## config.mk

```make
export PLATFORM = sky130hd
export DESIGN_NAME = plp_cfg_regs
export DESIGN_NICKNAME = d
export VERILOG_FILES = /design/src/plp_pkg.sv /design/src/key_unlock.sv /design/src/limit_buck_ctrl.sv /design/src/plp_cfg_regs.sv
export SDC_FILE = /design/constraint.sdc
export NUM_CORES = 1
export LEC_CHECK = 0
export ABC_AREA = 1
export ABC_CLOCK_PERIOD_IN_PS = 6900
export BUFFER_PORTS_ARGS = -buffer_cell sky130_fd_sc_hd__buf_2
export CORE_ASPECT_RATIO = 1.25
export CORE_UTILIZATION = 55
export DETAILED_ROUTE_END_ITERATION = 8
export HOLD_SLACK_MARGIN = 0.03
export MAX_ROUTING_LAYER = met4
export PLACE_DENSITY = 0.74
export SYNTH_ARGS = -nofsm -noshare
export SYNTH_HDL_FRONTEND = slang
export SYNTH_SLANG_ARGS = --single-unit
```

## constraint.sdc

```tcl
create_clock -name CLK -period 6.9 [get_ports CLK]
set_clock_uncertainty 0.15 [all_clocks]
set_input_delay 0.69 -clock CLK [delete_from_list [all_inputs] [get_ports CLK]]
set_output_delay 0.69 -clock CLK [all_outputs]
set_load 0.01 [all_outputs]
```

## src/plp_pkg.sv

```systemverilog
/*
  Constants, register map, reset values, timing counts and carrier types for the
  protected configuration and converter readback registers.
  Assumes a 40 MHz core clock and a register front end that hands over
  whole-byte register reads and writes.
*/
// What this block does
// - The input-voltage reading is 8 bits, resets to zero and holds still while the capacitor test enable is set.
// - The input-current reading is 8 bits and holds still while the capacitor test enable is set.
// - Input current in milliamps is the current code times an LSB weight picked by the 3-bit current limit select.
// - The LSB weights for limit codes 0 to 7 are 8, 13.33, 16.67, 20, 23.33, 26.67, 30 and 40 mA.
// - Bit 4 of the input monitor control register enables the converter, resets to 1, and spares the storage channel.
// - Writing 0x56, 0xE3, 0x5A, 0xAC to 0xF0 and then reading 0xF0 unlocks, and that read returns 0x13.
// - Converter enable, limit-buck enable, release timer, exit threshold and open timer only change after unlock.
// - Limit-buck enable, reset 0, decides whether a tripped limit with the bus feedback at reference starts buck.
// - The 6-bit release timer, reset 010000, ends limit-buck operation at 0.1 ms for code 0 up to 6.4 ms.
// - Limit-buck release ends early once storage feedback falls below the 95/92.5/90/87.5 percent threshold.
// - The 4-bit open timer, reset 1111, counts 0.8 ms per code and flags the capacitor open if target comes first.
// - The capacitor health test starts on a rising edge of its enable.
package plp_pkg;
  localparam logic [7:0] ADDR_VIN = 8'h0D;
  localparam logic [7:0] ADDR_IIN = 8'h0E;
  localparam logic [7:0] ADDR_MON = 8'h0F;
  localparam logic [7:0] ADDR_LBEN = 8'h13;
  localparam logic [7:0] ADDR_LBREL = 8'h14;
  localparam logic [7:0] ADDR_OPEN = 8'h16;
  localparam logic [7:0] ADDR_KEY = 8'hF0;

  localparam logic [7:0] KEY_SEQ [4] = '{8'h56, 8'hE3, 8'h5A, 8'hAC};
  localparam logic [2:0] KEY_DONE = 3'h4;
  localparam logic [7:0] UNLOCKED_ID = 8'h13;
  localparam logic [7:0] READ_ZERO = 8'h00;

  localparam int ADC_EN_BIT = 4;
  localparam int LB_EN_BIT = 0;
  localparam int RLS_TIMER_LSB = 2;
  localparam int RLS_TIMER_MSB = 7;
  localparam int EXIT_THR_LSB = 0;
  localparam int EXIT_THR_MSB = 1;
  localparam int OPEN_TH_LSB = 0;
  localparam int OPEN_TH_MSB = 3;

  // Asynchronous analog comparator inputs
  localparam int PIN_TRIP = 0;
  localparam int PIN_BUS_REF = 1;
  localparam int PIN_EXIT = 2;
  localparam int PIN_CHG = 3;
  localparam int PIN_TGT = 4;
  localparam int PIN_W = 5;

  // Timing: step times in microseconds, clock in MHz
  localparam int CLK_MHZ = 40;
  localparam int RLS_STEP_US = 100;
  localparam int OPEN_STEP_US = 800;
  localparam int RLS_STEP_CYCLES = RLS_STEP_US * CLK_MHZ;
  localparam int OPEN_STEP_CYCLES = OPEN_STEP_US * CLK_MHZ;

  // Current LSB weight per limit code, in units of 10 uA
  localparam logic [11:0] CUR_LSB_10UA [8] = '{12'h320, 12'h535, 12'h683, 12'h7D0,
                                              12'h91D, 12'hA6B, 12'hBB8, 12'hFA0};

  typedef struct packed {
    logic write;
    logic read;
    logic [7:0] addr;
    logic [7:0] wdata;
  } reg_req_s;

  typedef struct packed {
    logic adc_enable;
    logic limit_buck_enable;
    logic [5:0] limit_buck_release_timer;
    logic [1:0] release_exit_threshold;
    logic [3:0] storage_open_timer_threshold;
  } cfg_s;

  localparam cfg_s CFG_RST = '{adc_enable: 1'b1, limit_buck_enable: 1'b0,
                               limit_buck_release_timer: 6'h10, release_exit_threshold: 2'h0,
                               storage_open_timer_threshold: 4'hF};

  typedef enum logic {LB_IDLE, LB_ACTIVE} lb_state_e;
endpackage

```

## src/key_unlock.sv

```systemverilog
/*
  Password sequencer on the key register.
  Assumes one-cycle write and read pulses for the key address from the top.
*/
`timescale 1ns/1ps
`default_nettype none
module key_unlock (
  // Clock and reset
  input wire logic clk,
  input wire logic rst,
  // Key register access
  input wire logic wr_key,
  input wire logic rd_key,
  input wire logic [7:0] key_data,
  // Result
  output logic unlocked,
  output logic [7:0] key_rdata
);
  typedef struct packed {
    logic [2:0] step;
    logic unlocked;
  } unlock_s;

  unlock_s r;
  unlock_s next_r;

  always_comb begin
    next_r = r;
    if (wr_key) begin
      // Any key write restarts the lock
      next_r.unlocked = 1'b0;
      if (r.step != plp_pkg::KEY_DONE && key_data == plp_pkg::KEY_SEQ[r.step[1:0]]) begin
        next_r.step = r.step + 3'h1;
      end else begin
        next_r.step = (key_data == plp_pkg::KEY_SEQ[0]) ? 3'h1 : 3'h0;
      end
    end else if (rd_key && r.step == plp_pkg::KEY_DONE) begin
      next_r.unlocked = 1'b1;
    end
  end

  always_ff @(posedge clk) begin
    if (rst) begin
      r <= '0;
    end else begin
      r <= next_r;
    end
  end

  assign unlocked = r.unlocked;
  assign key_rdata = (r.step == plp_pkg::KEY_DONE) ? plp_pkg::UNLOCKED_ID : plp_pkg::READ_ZERO;
endmodule
`default_nettype wire

```

## src/limit_buck_ctrl.sv

```systemverilog
/*
  Current-limit buck entry and release timing.
  Assumes synchronised comparator levels and a stable configuration.
*/
`timescale 1ns/1ps
`default_nettype none
module limit_buck_ctrl #(
  parameter int STEP_CYCLES = plp_pkg::RLS_STEP_CYCLES
) (
  // Clock and reset
  input wire logic clk,
  input wire logic rst,
  // Configuration
  input wire logic enable,
  input wire logic [5:0] rls_code,
  // Conditions
  input wire logic tripped,
  input wire logic bus_at_ref,
  input wire logic strg_below_exit,
  // State
  output logic active
);
  typedef struct packed {
    plp_pkg::lb_state_e st;
    logic [15:0] pre;
    logic [5:0] steps;
    logic [5:0] code;
  } lb_s;

  lb_s r;
  lb_s next_r;
  logic [31:0] cyc;

  always_comb begin
    next_r = r;
    unique case (r.st)
      plp_pkg::LB_IDLE: begin
        if (enable && tripped && bus_at_ref) begin
          next_r.st = plp_pkg::LB_ACTIVE;
          next_r.pre = '0;
          next_r.steps = '0;
          next_r.code = rls_code;
        end
      end
      plp_pkg::LB_ACTIVE: begin
        if (strg_below_exit) begin
          next_r.st = plp_pkg::LB_IDLE;
        end else if (r.pre == 16'(STEP_CYCLES - 1)) begin
          next_r.pre = '0;
          next_r.steps = r.steps + 6'h01;
          if (r.steps == r.code) begin
            next_r.st = plp_pkg::LB_IDLE;
          end
        end else begin
          next_r.pre = r.pre + 16'h0001;
        end
      end
    endcase
  end

  always_ff @(posedge clk) begin
    if (rst) begin
      r <= '{st: plp_pkg::LB_IDLE, default: '0};
    end else begin
      r <= next_r;
    end
  end

  assign active = (r.st == plp_pkg::LB_ACTIVE);

  // Cycles spent in the current release, for checking only
  always_ff @(posedge clk) begin
    if (rst || !active) begin
      cyc <= '0;
    end else begin
      cyc <= cyc + 32'h1;
    end
  end
endmodule
`default_nettype wire

```

## src/plp_cfg_regs.sv

```systemverilog
/*
  Converter readback and password-protected configuration registers, with the
  limit-buck and storage open-timer logic they steer.
  Assumes a register front end on CLK giving one-cycle read and write pulses,
  converter samples on CLK, and asynchronous analog comparator levels.
*/
`timescale 1ns/1ps
`default_nettype none
module plp_cfg_regs #(
  parameter int RLS_STEP_CYCLES = plp_pkg::RLS_STEP_CYCLES,
  parameter int OPEN_STEP_CYCLES = plp_pkg::OPEN_STEP_CYCLES
) (
  // Clock and reset
  input wire logic CLK,
  input wire logic RST,
  // Register access
  input wire plp_pkg::reg_req_s REG_REQ,
  output logic [7:0] REG_RDATA,
  // Converter samples
  input wire logic SAMPLE_VALID,
  input wire logic [7:0] INPUT_VOLTAGE_CODE,
  input wire logic [7:0] INPUT_CURRENT_CODE,
  // Settings held elsewhere
  input wire logic [2:0] INPUT_CURRENT_LIMIT_SEL,
  input wire logic CAP_HEALTH_TEST_ENABLE,
  // Analog comparators
  input wire logic [plp_pkg::PIN_W-1:0] ANALOG_PINS,
  // Controls and status
  output logic ADC_ENABLE,
  output logic CAP_TEST_START,
  output logic [19:0] INPUT_CURRENT_10UA,
  output logic LIMIT_BUCK_OPERATION,
  output logic [1:0] RELEASE_EXIT_THRESHOLD,
  output logic STORAGE_CAP_OPEN_FLAG,
  output logic UNLOCKED
);
  typedef struct packed {
    logic [plp_pkg::PIN_W-1:0] s1;
    logic [plp_pkg::PIN_W-1:0] s2;
    logic [plp_pkg::PIN_W-1:0] s3;
    logic [plp_pkg::PIN_W-1:0] filt;
    plp_pkg::cfg_s cfg;
    logic [7:0] input_voltage_reading;
    logic [7:0] input_current_reading;
    logic [7:0] rdata;
    logic [19:0] cur;
    logic cap_d;
    logic cap_start;
    logic chg_d;
    logic [15:0] open_pre;
    logic [3:0] open_steps;
    logic open_run;
    logic open_flag;
  } top_s;

  localparam top_s RST_VAL = '{cfg: plp_pkg::CFG_RST, default: '0};

  top_s r;
  top_s next_r;
  logic [7:0] key_rdata;
  logic lb_active;
  logic wr_ok;
  logic open_done;

  key_unlock u_key (
    .clk(CLK),
    .rst(RST),
    .wr_key(REG_REQ.write && REG_REQ.addr == plp_pkg::ADDR_KEY),
    .rd_key(REG_REQ.read && REG_REQ.addr == plp_pkg::ADDR_KEY),
    .key_data(REG_REQ.wdata),
    .unlocked(UNLOCKED),
    .key_rdata(key_rdata)
  );

  limit_buck_ctrl #(.STEP_CYCLES(RLS_STEP_CYCLES)) u_lb (
    .clk(CLK),
    .rst(RST),
    .enable(r.cfg.limit_buck_enable),
    .rls_code(r.cfg.limit_buck_release_timer),
    .tripped(r.filt[plp_pkg::PIN_TRIP]),
    .bus_at_ref(r.filt[plp_pkg::PIN_BUS_REF]),
    .strg_below_exit(r.filt[plp_pkg::PIN_EXIT]),
    .active(lb_active)
  );

  assign wr_ok = REG_REQ.write && UNLOCKED;
  assign open_done = (r.open_steps == r.cfg.storage_open_timer_threshold);

  always_comb begin
    next_r = r;
    // Three-stage synchroniser; a level counts once stages two and three agree
    next_r.s1 = ANALOG_PINS;
    next_r.s2 = r.s1;
    next_r.s3 = r.s2;
    next_r.filt = ((r.s2 ~^ r.s3) & r.s3) | ((r.s2 ^ r.s3) & r.filt);

    // Converter readings frozen during the capacitor test
    if (SAMPLE_VALID && r.cfg.adc_enable && !CAP_HEALTH_TEST_ENABLE) begin
      next_r.input_voltage_reading = INPUT_VOLTAGE_CODE;
      next_r.input_current_reading = INPUT_CURRENT_CODE;
    end
    next_r.cur = r.input_current_reading * plp_pkg::CUR_LSB_10UA[INPUT_CURRENT_LIMIT_SEL];

    next_r.cap_d = CAP_HEALTH_TEST_ENABLE;
    next_r.cap_start = CAP_HEALTH_TEST_ENABLE && !r.cap_d;

    // Protected writes; reserved bits are not stored
    if (wr_ok) begin
      unique case (REG_REQ.addr)
        plp_pkg::ADDR_MON: begin
          next_r.cfg.adc_enable = REG_REQ.wdata[plp_pkg::ADC_EN_BIT];
        end
        plp_pkg::ADDR_LBEN: begin
          next_r.cfg.limit_buck_enable = REG_REQ.wdata[plp_pkg::LB_EN_BIT];
        end
        plp_pkg::ADDR_LBREL: begin
          next_r.cfg.limit_buck_release_timer = REG_REQ.wdata[plp_pkg::RLS_TIMER_MSB:plp_pkg::RLS_TIMER_LSB];
          next_r.cfg.release_exit_threshold = REG_REQ.wdata[plp_pkg::EXIT_THR_MSB:plp_pkg::EXIT_THR_LSB];
        end
        plp_pkg::ADDR_OPEN: begin
          next_r.cfg.storage_open_timer_threshold = REG_REQ.wdata[plp_pkg::OPEN_TH_MSB:plp_pkg::OPEN_TH_LSB];
        end
        default: begin
        end
      endcase
    end

    // Read data captured on the read pulse
    if (REG_REQ.read) begin
      unique case (REG_REQ.addr)
        plp_pkg::ADDR_VIN: next_r.rdata = r.input_voltage_reading;
        plp_pkg::ADDR_IIN: next_r.rdata = r.input_current_reading;
        plp_pkg::ADDR_MON: next_r.rdata = 8'(r.cfg.adc_enable) << plp_pkg::ADC_EN_BIT;
        plp_pkg::ADDR_LBEN: next_r.rdata = 8'(r.cfg.limit_buck_enable) << plp_pkg::LB_EN_BIT;
        plp_pkg::ADDR_LBREL: begin
          next_r.rdata = (8'(r.cfg.limit_buck_release_timer) << plp_pkg::RLS_TIMER_LSB)
                       | (8'(r.cfg.release_exit_threshold) << plp_pkg::EXIT_THR_LSB);
        end
        plp_pkg::ADDR_OPEN: begin
          next_r.rdata = 8'(r.cfg.storage_open_timer_threshold) << plp_pkg::OPEN_TH_LSB;
        end
        plp_pkg::ADDR_KEY: next_r.rdata = key_rdata;
        default: next_r.rdata = plp_pkg::READ_ZERO;
      endcase
    end

    // Storage open timer, started by each new charge
    next_r.chg_d = r.filt[plp_pkg::PIN_CHG];
    if (r.filt[plp_pkg::PIN_CHG] && !r.chg_d) begin
      next_r.open_run = 1'b1;
      next_r.open_flag = 1'b0;
      next_r.open_pre = '0;
      next_r.open_steps = '0;
    end else if (r.open_run) begin
      if (open_done) begin
        next_r.open_run = 1'b0;
      end else if (r.filt[plp_pkg::PIN_TGT]) begin
        next_r.open_run = 1'b0;
        next_r.open_flag = 1'b1;
      end else if (r.open_pre == 16'(OPEN_STEP_CYCLES - 1)) begin
        next_r.open_pre = '0;
        next_r.open_steps = r.open_steps + 4'h1;
      end else begin
        next_r.open_pre = r.open_pre + 16'h0001;
      end
    end
  end

  always_ff @(posedge CLK) begin
    if (RST) begin
      r <= RST_VAL;
    end else begin
      r <= next_r;
    end
  end

  assign REG_RDATA = r.rdata;
  assign ADC_ENABLE = r.cfg.adc_enable;
  assign CAP_TEST_START = r.cap_start;
  assign INPUT_CURRENT_10UA = r.cur;
  assign LIMIT_BUCK_OPERATION = lb_active;
  assign RELEASE_EXIT_THRESHOLD = r.cfg.release_exit_threshold;
  assign STORAGE_CAP_OPEN_FLAG = r.open_flag;
endmodule
`default_nettype wire

```

== Word-level counts from Yosys, hierarchy flattened ==
Memories as Yosys holds them, arrays and structs flattened.
Cells that the tools add are included.
Widths: inputs -> output; s select.

* Register bits after elaboration: 136
* Memory bits (read-only): 96
* Input port bits: 46
* Output and inout bits: 35
* Word-level logic and storage cells: 113
* Memories: 1

{| class="wikitable"
|+ Memories
! name !! words !! bits a word !! rd ports !! clocked after memory_dff !! write ports !! line !! RTL
|-
| (name not given) || 8 || 12 || 1 || 0 || 0 || plp_cfg_regs.sv:102 || <nowiki>next_r.cur = r.input_current_reading * plp_pkg::CUR_LSB_10UA[INPUT_CURRENT_LIMIT_SEL];</nowiki>
|}

* $add $sub $neg: 5
* Multipliers: 1
* $lt $le $gt $ge: 2
* Equal/unequal tests: 18
* Muxes and demuxes: 23
* Bitwise gates (word level): 11
* Reduce and logical (&&, ||, !) cells: 26

{| class="wikitable"
|+ Operators by type and width
! operator !! number
|-
| $pmux 8 s7 || 1
|-
| $pmux 23 s2 || 1
|-
| $add 16x1->16 const B || 2
|-
| $mux 16 || 2
|-
| $mux 29 || 1
|-
| $eq 8x4->1 const B || 3
|-
| $eq 8x5->1 const B || 3
|-
| $mux 12 || 2
|-
| $mux 22 || 1
|-
| $mul 8x12->20 || 1
|-
| $bmux 8 s2 || 1
|-
| $eq 16x12->1 const B || 1
|-
| $eq 16x15->1 const B || 1
|-
| $mux 8 || 2
|-
| $reduce_and 2->1 || 6
|-
| $logic_and 1x1->1 || 11
|-
| $and 5x5->5 || 2
|-
| $reduce_and 3->1 || 3
|-
| $eq 8x7->1 const B || 1
|-
| $eq 8x8->1 || 1
|-
| $eq 8x8->1 const B || 1
|-
| $or 8x2->8 || 1
|-
| $add 6x1->6 const B || 1
|-
| $eq 6x6->1 || 1
|-
| 23 further kinds || 36
|}

== Depth between registers and ports, before layout ==
* Depth after elaboration: 7
* Mapped depth: 25
* Mapped depth without buffers: 24

== Modules after synthesis ==
Synthesis repeated with hierarchy kept, for this count alone.

* Cells, all modules: 1376
* Area total of the unflattened synthesis: 9815.7 um^2

{| class="wikitable"
|+ Modules (own cells, without submodules)
! module !! instances !! cells each !! area each (um^2) !! sequential area each (um^2)
|-
| plp_cfg_regs || 1 || 1070 || 7744.9 || 2062.0
|-
| limit_buck_ctrl || 1 || 233 || 1637.8 || 580.6
|-
| key_unlock || 1 || 73 || 432.9 || 80.1
|}

== Worst setup path after synthesis ==
OpenSTA, ideal clock, no wires.

* Kind: input to register
* Start: in INPUT_CURRENT_LIMIT_SEL[1]
* End: reg r (netlist bit INPUT_CURRENT_10UA[12])
* Library setup time: 0.116 ns
* Arrival time: 5.001 ns
* Data required time: 6.634 ns
* Setup slack: 1.633 ns
* Stages: 19
* Path buffers: 1
* Cell sequence: clkbuf_1 > inv_1 > ha_1 > nor2_1 > inv_1 > o22ai_1 > nor2_1 > fa_1 > fa_1 > fa_1 > inv_1 > fa_1 > inv_1 > ha_1 > a21oi_1 > o21ai_0 > nand3b_1 > o21ai_0 > nor2_1

* Cells in the longest elaborated chain, start to end: 5

{| class="wikitable"
|+ Ends and longest elaborated chain
! what !! line !! RTL
|-
| start, declared || plp_cfg_regs.sv:24 || <nowiki>input wire logic [2:0] INPUT_CURRENT_LIMIT_SEL,</nowiki>
|-
| $not 3->4 (implied by the code) || plp_cfg_regs.sv:102 ||
|-
| $mem_v2 8x12 || -- ||
|-
| $mux 12 (implied by the code) (2 in a row) || plp_cfg_regs.sv:102 ||
|-
| $mul 8x12->20 || plp_cfg_regs.sv:102 ||
|-
| end signal, assigned || plp_cfg_regs.sv:173 || <nowiki>r <= next_r;</nowiki>
|-
| end, declared || plp_cfg_regs.sv:58 || <nowiki>top_s r;</nowiki>
|}

No other way between the ends. The select of a mux whose other input is x is not followed.
A chain may end at the register's enable or synchronous reset.

== Worst setup path in the final report ==
* Start: in INPUT_CURRENT_LIMIT_SEL[1]
* End: reg r (netlist bit INPUT_CURRENT_10UA[18])

The elaborated chain is that of the path after synthesis.

==> flow_metrics.env <==
export IMPL_status="completed"
export IMPL_drt_initial_drc_count=447
export IMPL_grtUsageTotal=0.284
export IMPL_hold_ws_ns=0.245
export IMPL_yosysTopAreaCell="sky130_fd_sc_hd__dfxtp_1"
export IMPL_r2r_cells=18
export IMPL_cts_max_level=4
export IMPL_synthDominantCellAreaShare=0.279
export IMPL_cp_data_arrival_time_ns=5.52
export IMPL_hold_start="r[24]"
export IMPL_timing_rr_start="r[59]"
export IMPL_cp_required_ns=7.07
export IMPL_gr_max_usage_layer="met2"
export IMPL_clock_insertion_delay_worst_skew_ns=0.43
export IMPL_crit_type="in2reg"
export IMPL_io_pin_count=81
export IMPL_detail_route_drc_violations=0
export IMPL_worst_reg2reg_setup_slack_ns=2.03
export IMPL_place_hpwl_mm=18.3
export IMPL_cts_repair_timing_setup_buffer_count=0
export IMPL_placed_cells_incl_taps=1600
export IMPL_total_cts_buffers=17
export IMPL_cts_repair_resized=0
export IMPL_share_of_the_yosys_chip_area_belonging_to_registers=0.279
export IMPL_tightest_slew_ns=0.891
export IMPL_critical_path_buf_inv_count=8
export IMPL_min_to="CAP_TEST_START"
export IMPL_tritoncts_num_sinks=136
export IMPL_drive_above_1_share=0.129
export IMPL_drv_max_cap_violation_count=0
export IMPL_netlist_instances=1354
export IMPL_routedWlPerCell_um=14.7
export IMPL_finalWeightedCongestion=1.01
export IMPL_fin_hold_viols=0
export IMPL_tightest_slew_margin_relative_to_the_limit=0.405
export IMPL_cts_max_path_buffers=2
export IMPL_vias_per_cell=5.31
export IMPL_design_die_area_um2=18300
export IMPL_die_h_um=151
export IMPL_layout_nets=1562
export IMPL_worst_setup_path_start_kind="input port"
export IMPL_vias=8660
export IMPL_ys_ff_latch=136
export IMPL_yosys_cell_types_count=41
export IMPL_grtUsageMet3=0.0444
export IMPL_timing_final_crit_share=0.775
export IMPL_syn_mean_instance_area_um2=7.21
export IMPL_timing_critical_path_to_type="flop"
export IMPL_timing_critical_path_mode_cell="sky130_fd_sc_hd__inv_1"
export IMPL_clockRootBuffer="sky130_fd_sc_hd__clkbuf_16"
export IMPL_synth_warning_count=0
export IMPL_floorplan_core_area_um2=17400
export IMPL_tritoncts="built"
export IMPL_achievable_frequency_mhz=187
export IMPL_layout_cells_most_common_list="227 x sky130_fd_sc_hd__nand2_1, 206 x sky130_fd_sc_hd__inv_1, 191 x sky130_fd_sc_hd__nor2_1"
export IMPL_whs_path_depth=1
export IMPL_synth_cell_area_um2=9770
export IMPL_final_setup_viol_count=0
export IMPL_stdcell_count=1632
export IMPL_cell_area_after_placement_um2=10100
export IMPL_die_width_um=121
export IMPL_totalNegativeSetupSlack_ns=0
export IMPL_grt_first_pass_wirelength_mm=39.3
export IMPL_clkTransAtPathRegs_ns=0.07
export IMPL_initial_core_util=0.560
export IMPL_grt_util_met1=0.309
export IMPL_syn_num_nets=1521
export IMPL_first_global_vias=8449
export IMPL_layout_min_cycle_time_ns=5.35
export IMPL_grt_antenna_before_repair=0
export IMPL_dp_worst_setup_slack_ns=1.13
export IMPL_synth_async_reset_ratio=0
export IMPL_port_buffers=80
export IMPL_peakVddDrop_mv=0.161
export IMPL_mostFrequentLayoutCell="sky130_fd_sc_hd__nand2_1"
export IMPL_cells_traversed_along_the_worst_timing_path="buf_2, inv_1, ha_1, nor2_1, inv_1, o22ai_1, inv_1, nand2_1, fa_1, fa_1, inv_1, fa_1, inv_1, fa_1, inv_1, ha_1, a21oi_1, inv_1, nand2_1, nand3_1, nand2_1, nand3_1, nand2_1, nor2_1"
export IMPL_total_wirelength_mm=23.9
export IMPL_synthFlopType="sky130_fd_sc_hd__dfxtp_1"
export IMPL_crit_family="adder cells"
export IMPL_cpMaxStageDelayCell="sky130_fd_sc_hd__fa_1"
export IMPL_cellLeakagePower_nw=5.11
export IMPL_worstHoldPathType="reg2reg"
export IMPL_grt_start_max_net_pins=62
export IMPL_timing_max_transition_violations_final=0
export IMPL_synth_top_cells_by_area="sky130_fd_sc_hd__dfxtp_1 28%, sky130_fd_sc_hd__fa_1 12%, sky130_fd_sc_hd__nand2_1 8.7%"
export IMPL_rows=54
export IMPL_total_congestion_overflow=0
export IMPL_post_route_cell_area_um2=10700
export IMPL_critPathMaxStageDelay_ns=0.54
export IMPL_grt_setup_unrepaired="no"
export IMPL_antennaDiodeCount=0
export IMPL_cts_hold_buffers=0
export IMPL_synth_enable_flop_cells=0
export IMPL_power_per_cell_area_nw_per_um2=213
export IMPL_antenna_left=0
export IMPL_use_met2=0.504
export IMPL_synthToLayoutAreaGrowth_pct=9.31
export IMPL_critical_path_max_fanout=15
export IMPL_r2r_end="INPUT_CURRENT_10UA[18]"
export IMPL_first_pass_iters=5
export IMPL_final_critical_path_setup_slack_ns=1.55
where the power goes:
| part | switching, mW | leakage [nW] | internal [mW] |
|---|---|---|---|
| registers | 0.0190 | 1.11 | 0.823 |
| clock network | 0.384 | 0.288 | 0.551 |
| logic | 0.324 | 3.71 | 0.174 |
cell type report:
class | count | area [µm²]
Clock buffer | 18 | 439
Clock inverter | 14 | 165
Fill cell | 1633 | 6760
Inverter | 225 | 845
Multi-Input combinational cell | 932 | 5800
Sequential cell | 136 | 2720
Tap cell | 224 | 280
Timing Repair Buffer | 83 | 423
flip-flops by register name (all words and copies together), names as in the netlist, 2 cells and up:
register                flops
r                          59
u_lb.r                     28
INPUT_CURRENT_10UA         20
next_r                     11
REG_RDATA                   8
u_key.r                     3
RELEASE_EXIT_THRESHOLD      2
layer usage:
metal	wire, µm	up-vias
li1	-	4301
met1	9920	4080
met2	12300	215
met3	844	64
met4	903	0
met5	0	-
kinds of logic after synthesis:
kind of cell,Yosys count,share of synthesized area
AOI/OAI and AO/OA,211,0.115
xor gates and xnor gates,22,0.0197
adders and majority gates,121,0.201
buffers and inverters,286,0.127
DFF,136,0.279
and+or+nand+nor,578,0.258
worst register-to-register path, stage by stage (launching register included):
cell                       delay, ns
sky130_fd_sc_hd__dfxtp_1        0.44
sky130_fd_sc_hd__clkinv_1       0.34
sky130_fd_sc_hd__or2_2          0.42
sky130_fd_sc_hd__fa_1           0.48
sky130_fd_sc_hd__fa_1           0.54
sky130_fd_sc_hd__inv_1          0.06
sky130_fd_sc_hd__fa_1           0.53
sky130_fd_sc_hd__inv_1          0.05
sky130_fd_sc_hd__fa_1           0.54
sky130_fd_sc_hd__inv_1          0.05
sky130_fd_sc_hd__ha_1           0.35
sky130_fd_sc_hd__a21oi_1        0.22
sky130_fd_sc_hd__inv_1          0.07
sky130_fd_sc_hd__nand2_1        0.06
sky130_fd_sc_hd__nand3_1        0.16
sky130_fd_sc_hd__nand2_1        0.14
sky130_fd_sc_hd__nand3_1        0.08
sky130_fd_sc_hd__nand2_1        0.06
sky130_fd_sc_hd__nor2_1         0.04
cell usage after synthesis (14+ instances only):
| cell type | n |
|---|---|
| sky130_fd_sc_hd__ha_1 | 61 |
| sky130_fd_sc_hd__nand2_1 | 227 |
| sky130_fd_sc_hd__clkbuf_1 | 15 |
| sky130_fd_sc_hd__buf_4 | 34 |
| sky130_fd_sc_hd__inv_1 | 206 |
| sky130_fd_sc_hd__xor2_1 | 18 |
| sky130_fd_sc_hd__nand2_2 | 16 |
| sky130_fd_sc_hd__fa_1 | 60 |
| sky130_fd_sc_hd__dfxtp_1 | 136 |
| sky130_fd_sc_hd__o21ai_0 | 76 |
| sky130_fd_sc_hd__a21oi_1 | 105 |
| sky130_fd_sc_hd__nand4_1 | 14 |
| sky130_fd_sc_hd__nand3_1 | 87 |
| sky130_fd_sc_hd__nor2_1 | 191 |
through the flow:
step                      power [mW]  utilization
after floorplan                 1.23            -
final                           2.27        0.612
after detailed placement        1.36        0.578
after CTS                       2.29        0.612
after global routing            2.40        0.612
after global placement          1.35        0.578
how the worst max path moves through the flow:
stage | from | to | slack (ns) | depth (start not counted)
finish | INPUT_CURRENT_LIMIT_SEL[1] | INPUT_CURRENT_10UA[18] | 1.55 | 24
global route | INPUT_CURRENT_LIMIT_SEL[1] | INPUT_CURRENT_10UA[18] | 1.10 | 24
CTS | INPUT_CURRENT_LIMIT_SEL[1] | INPUT_CURRENT_10UA[14] | 1.57 | 25
detailed placement | INPUT_CURRENT_LIMIT_SEL[1] | INPUT_CURRENT_10UA[18] | 1.13 | 24
global placement | INPUT_CURRENT_LIMIT_SEL[1] | INPUT_CURRENT_10UA[14] | 1.22 | 25
floorplan | INPUT_CURRENT_LIMIT_SEL[1] | INPUT_CURRENT_10UA[12] | 1.63 | 19
Power figures use the tool's default switching activity.
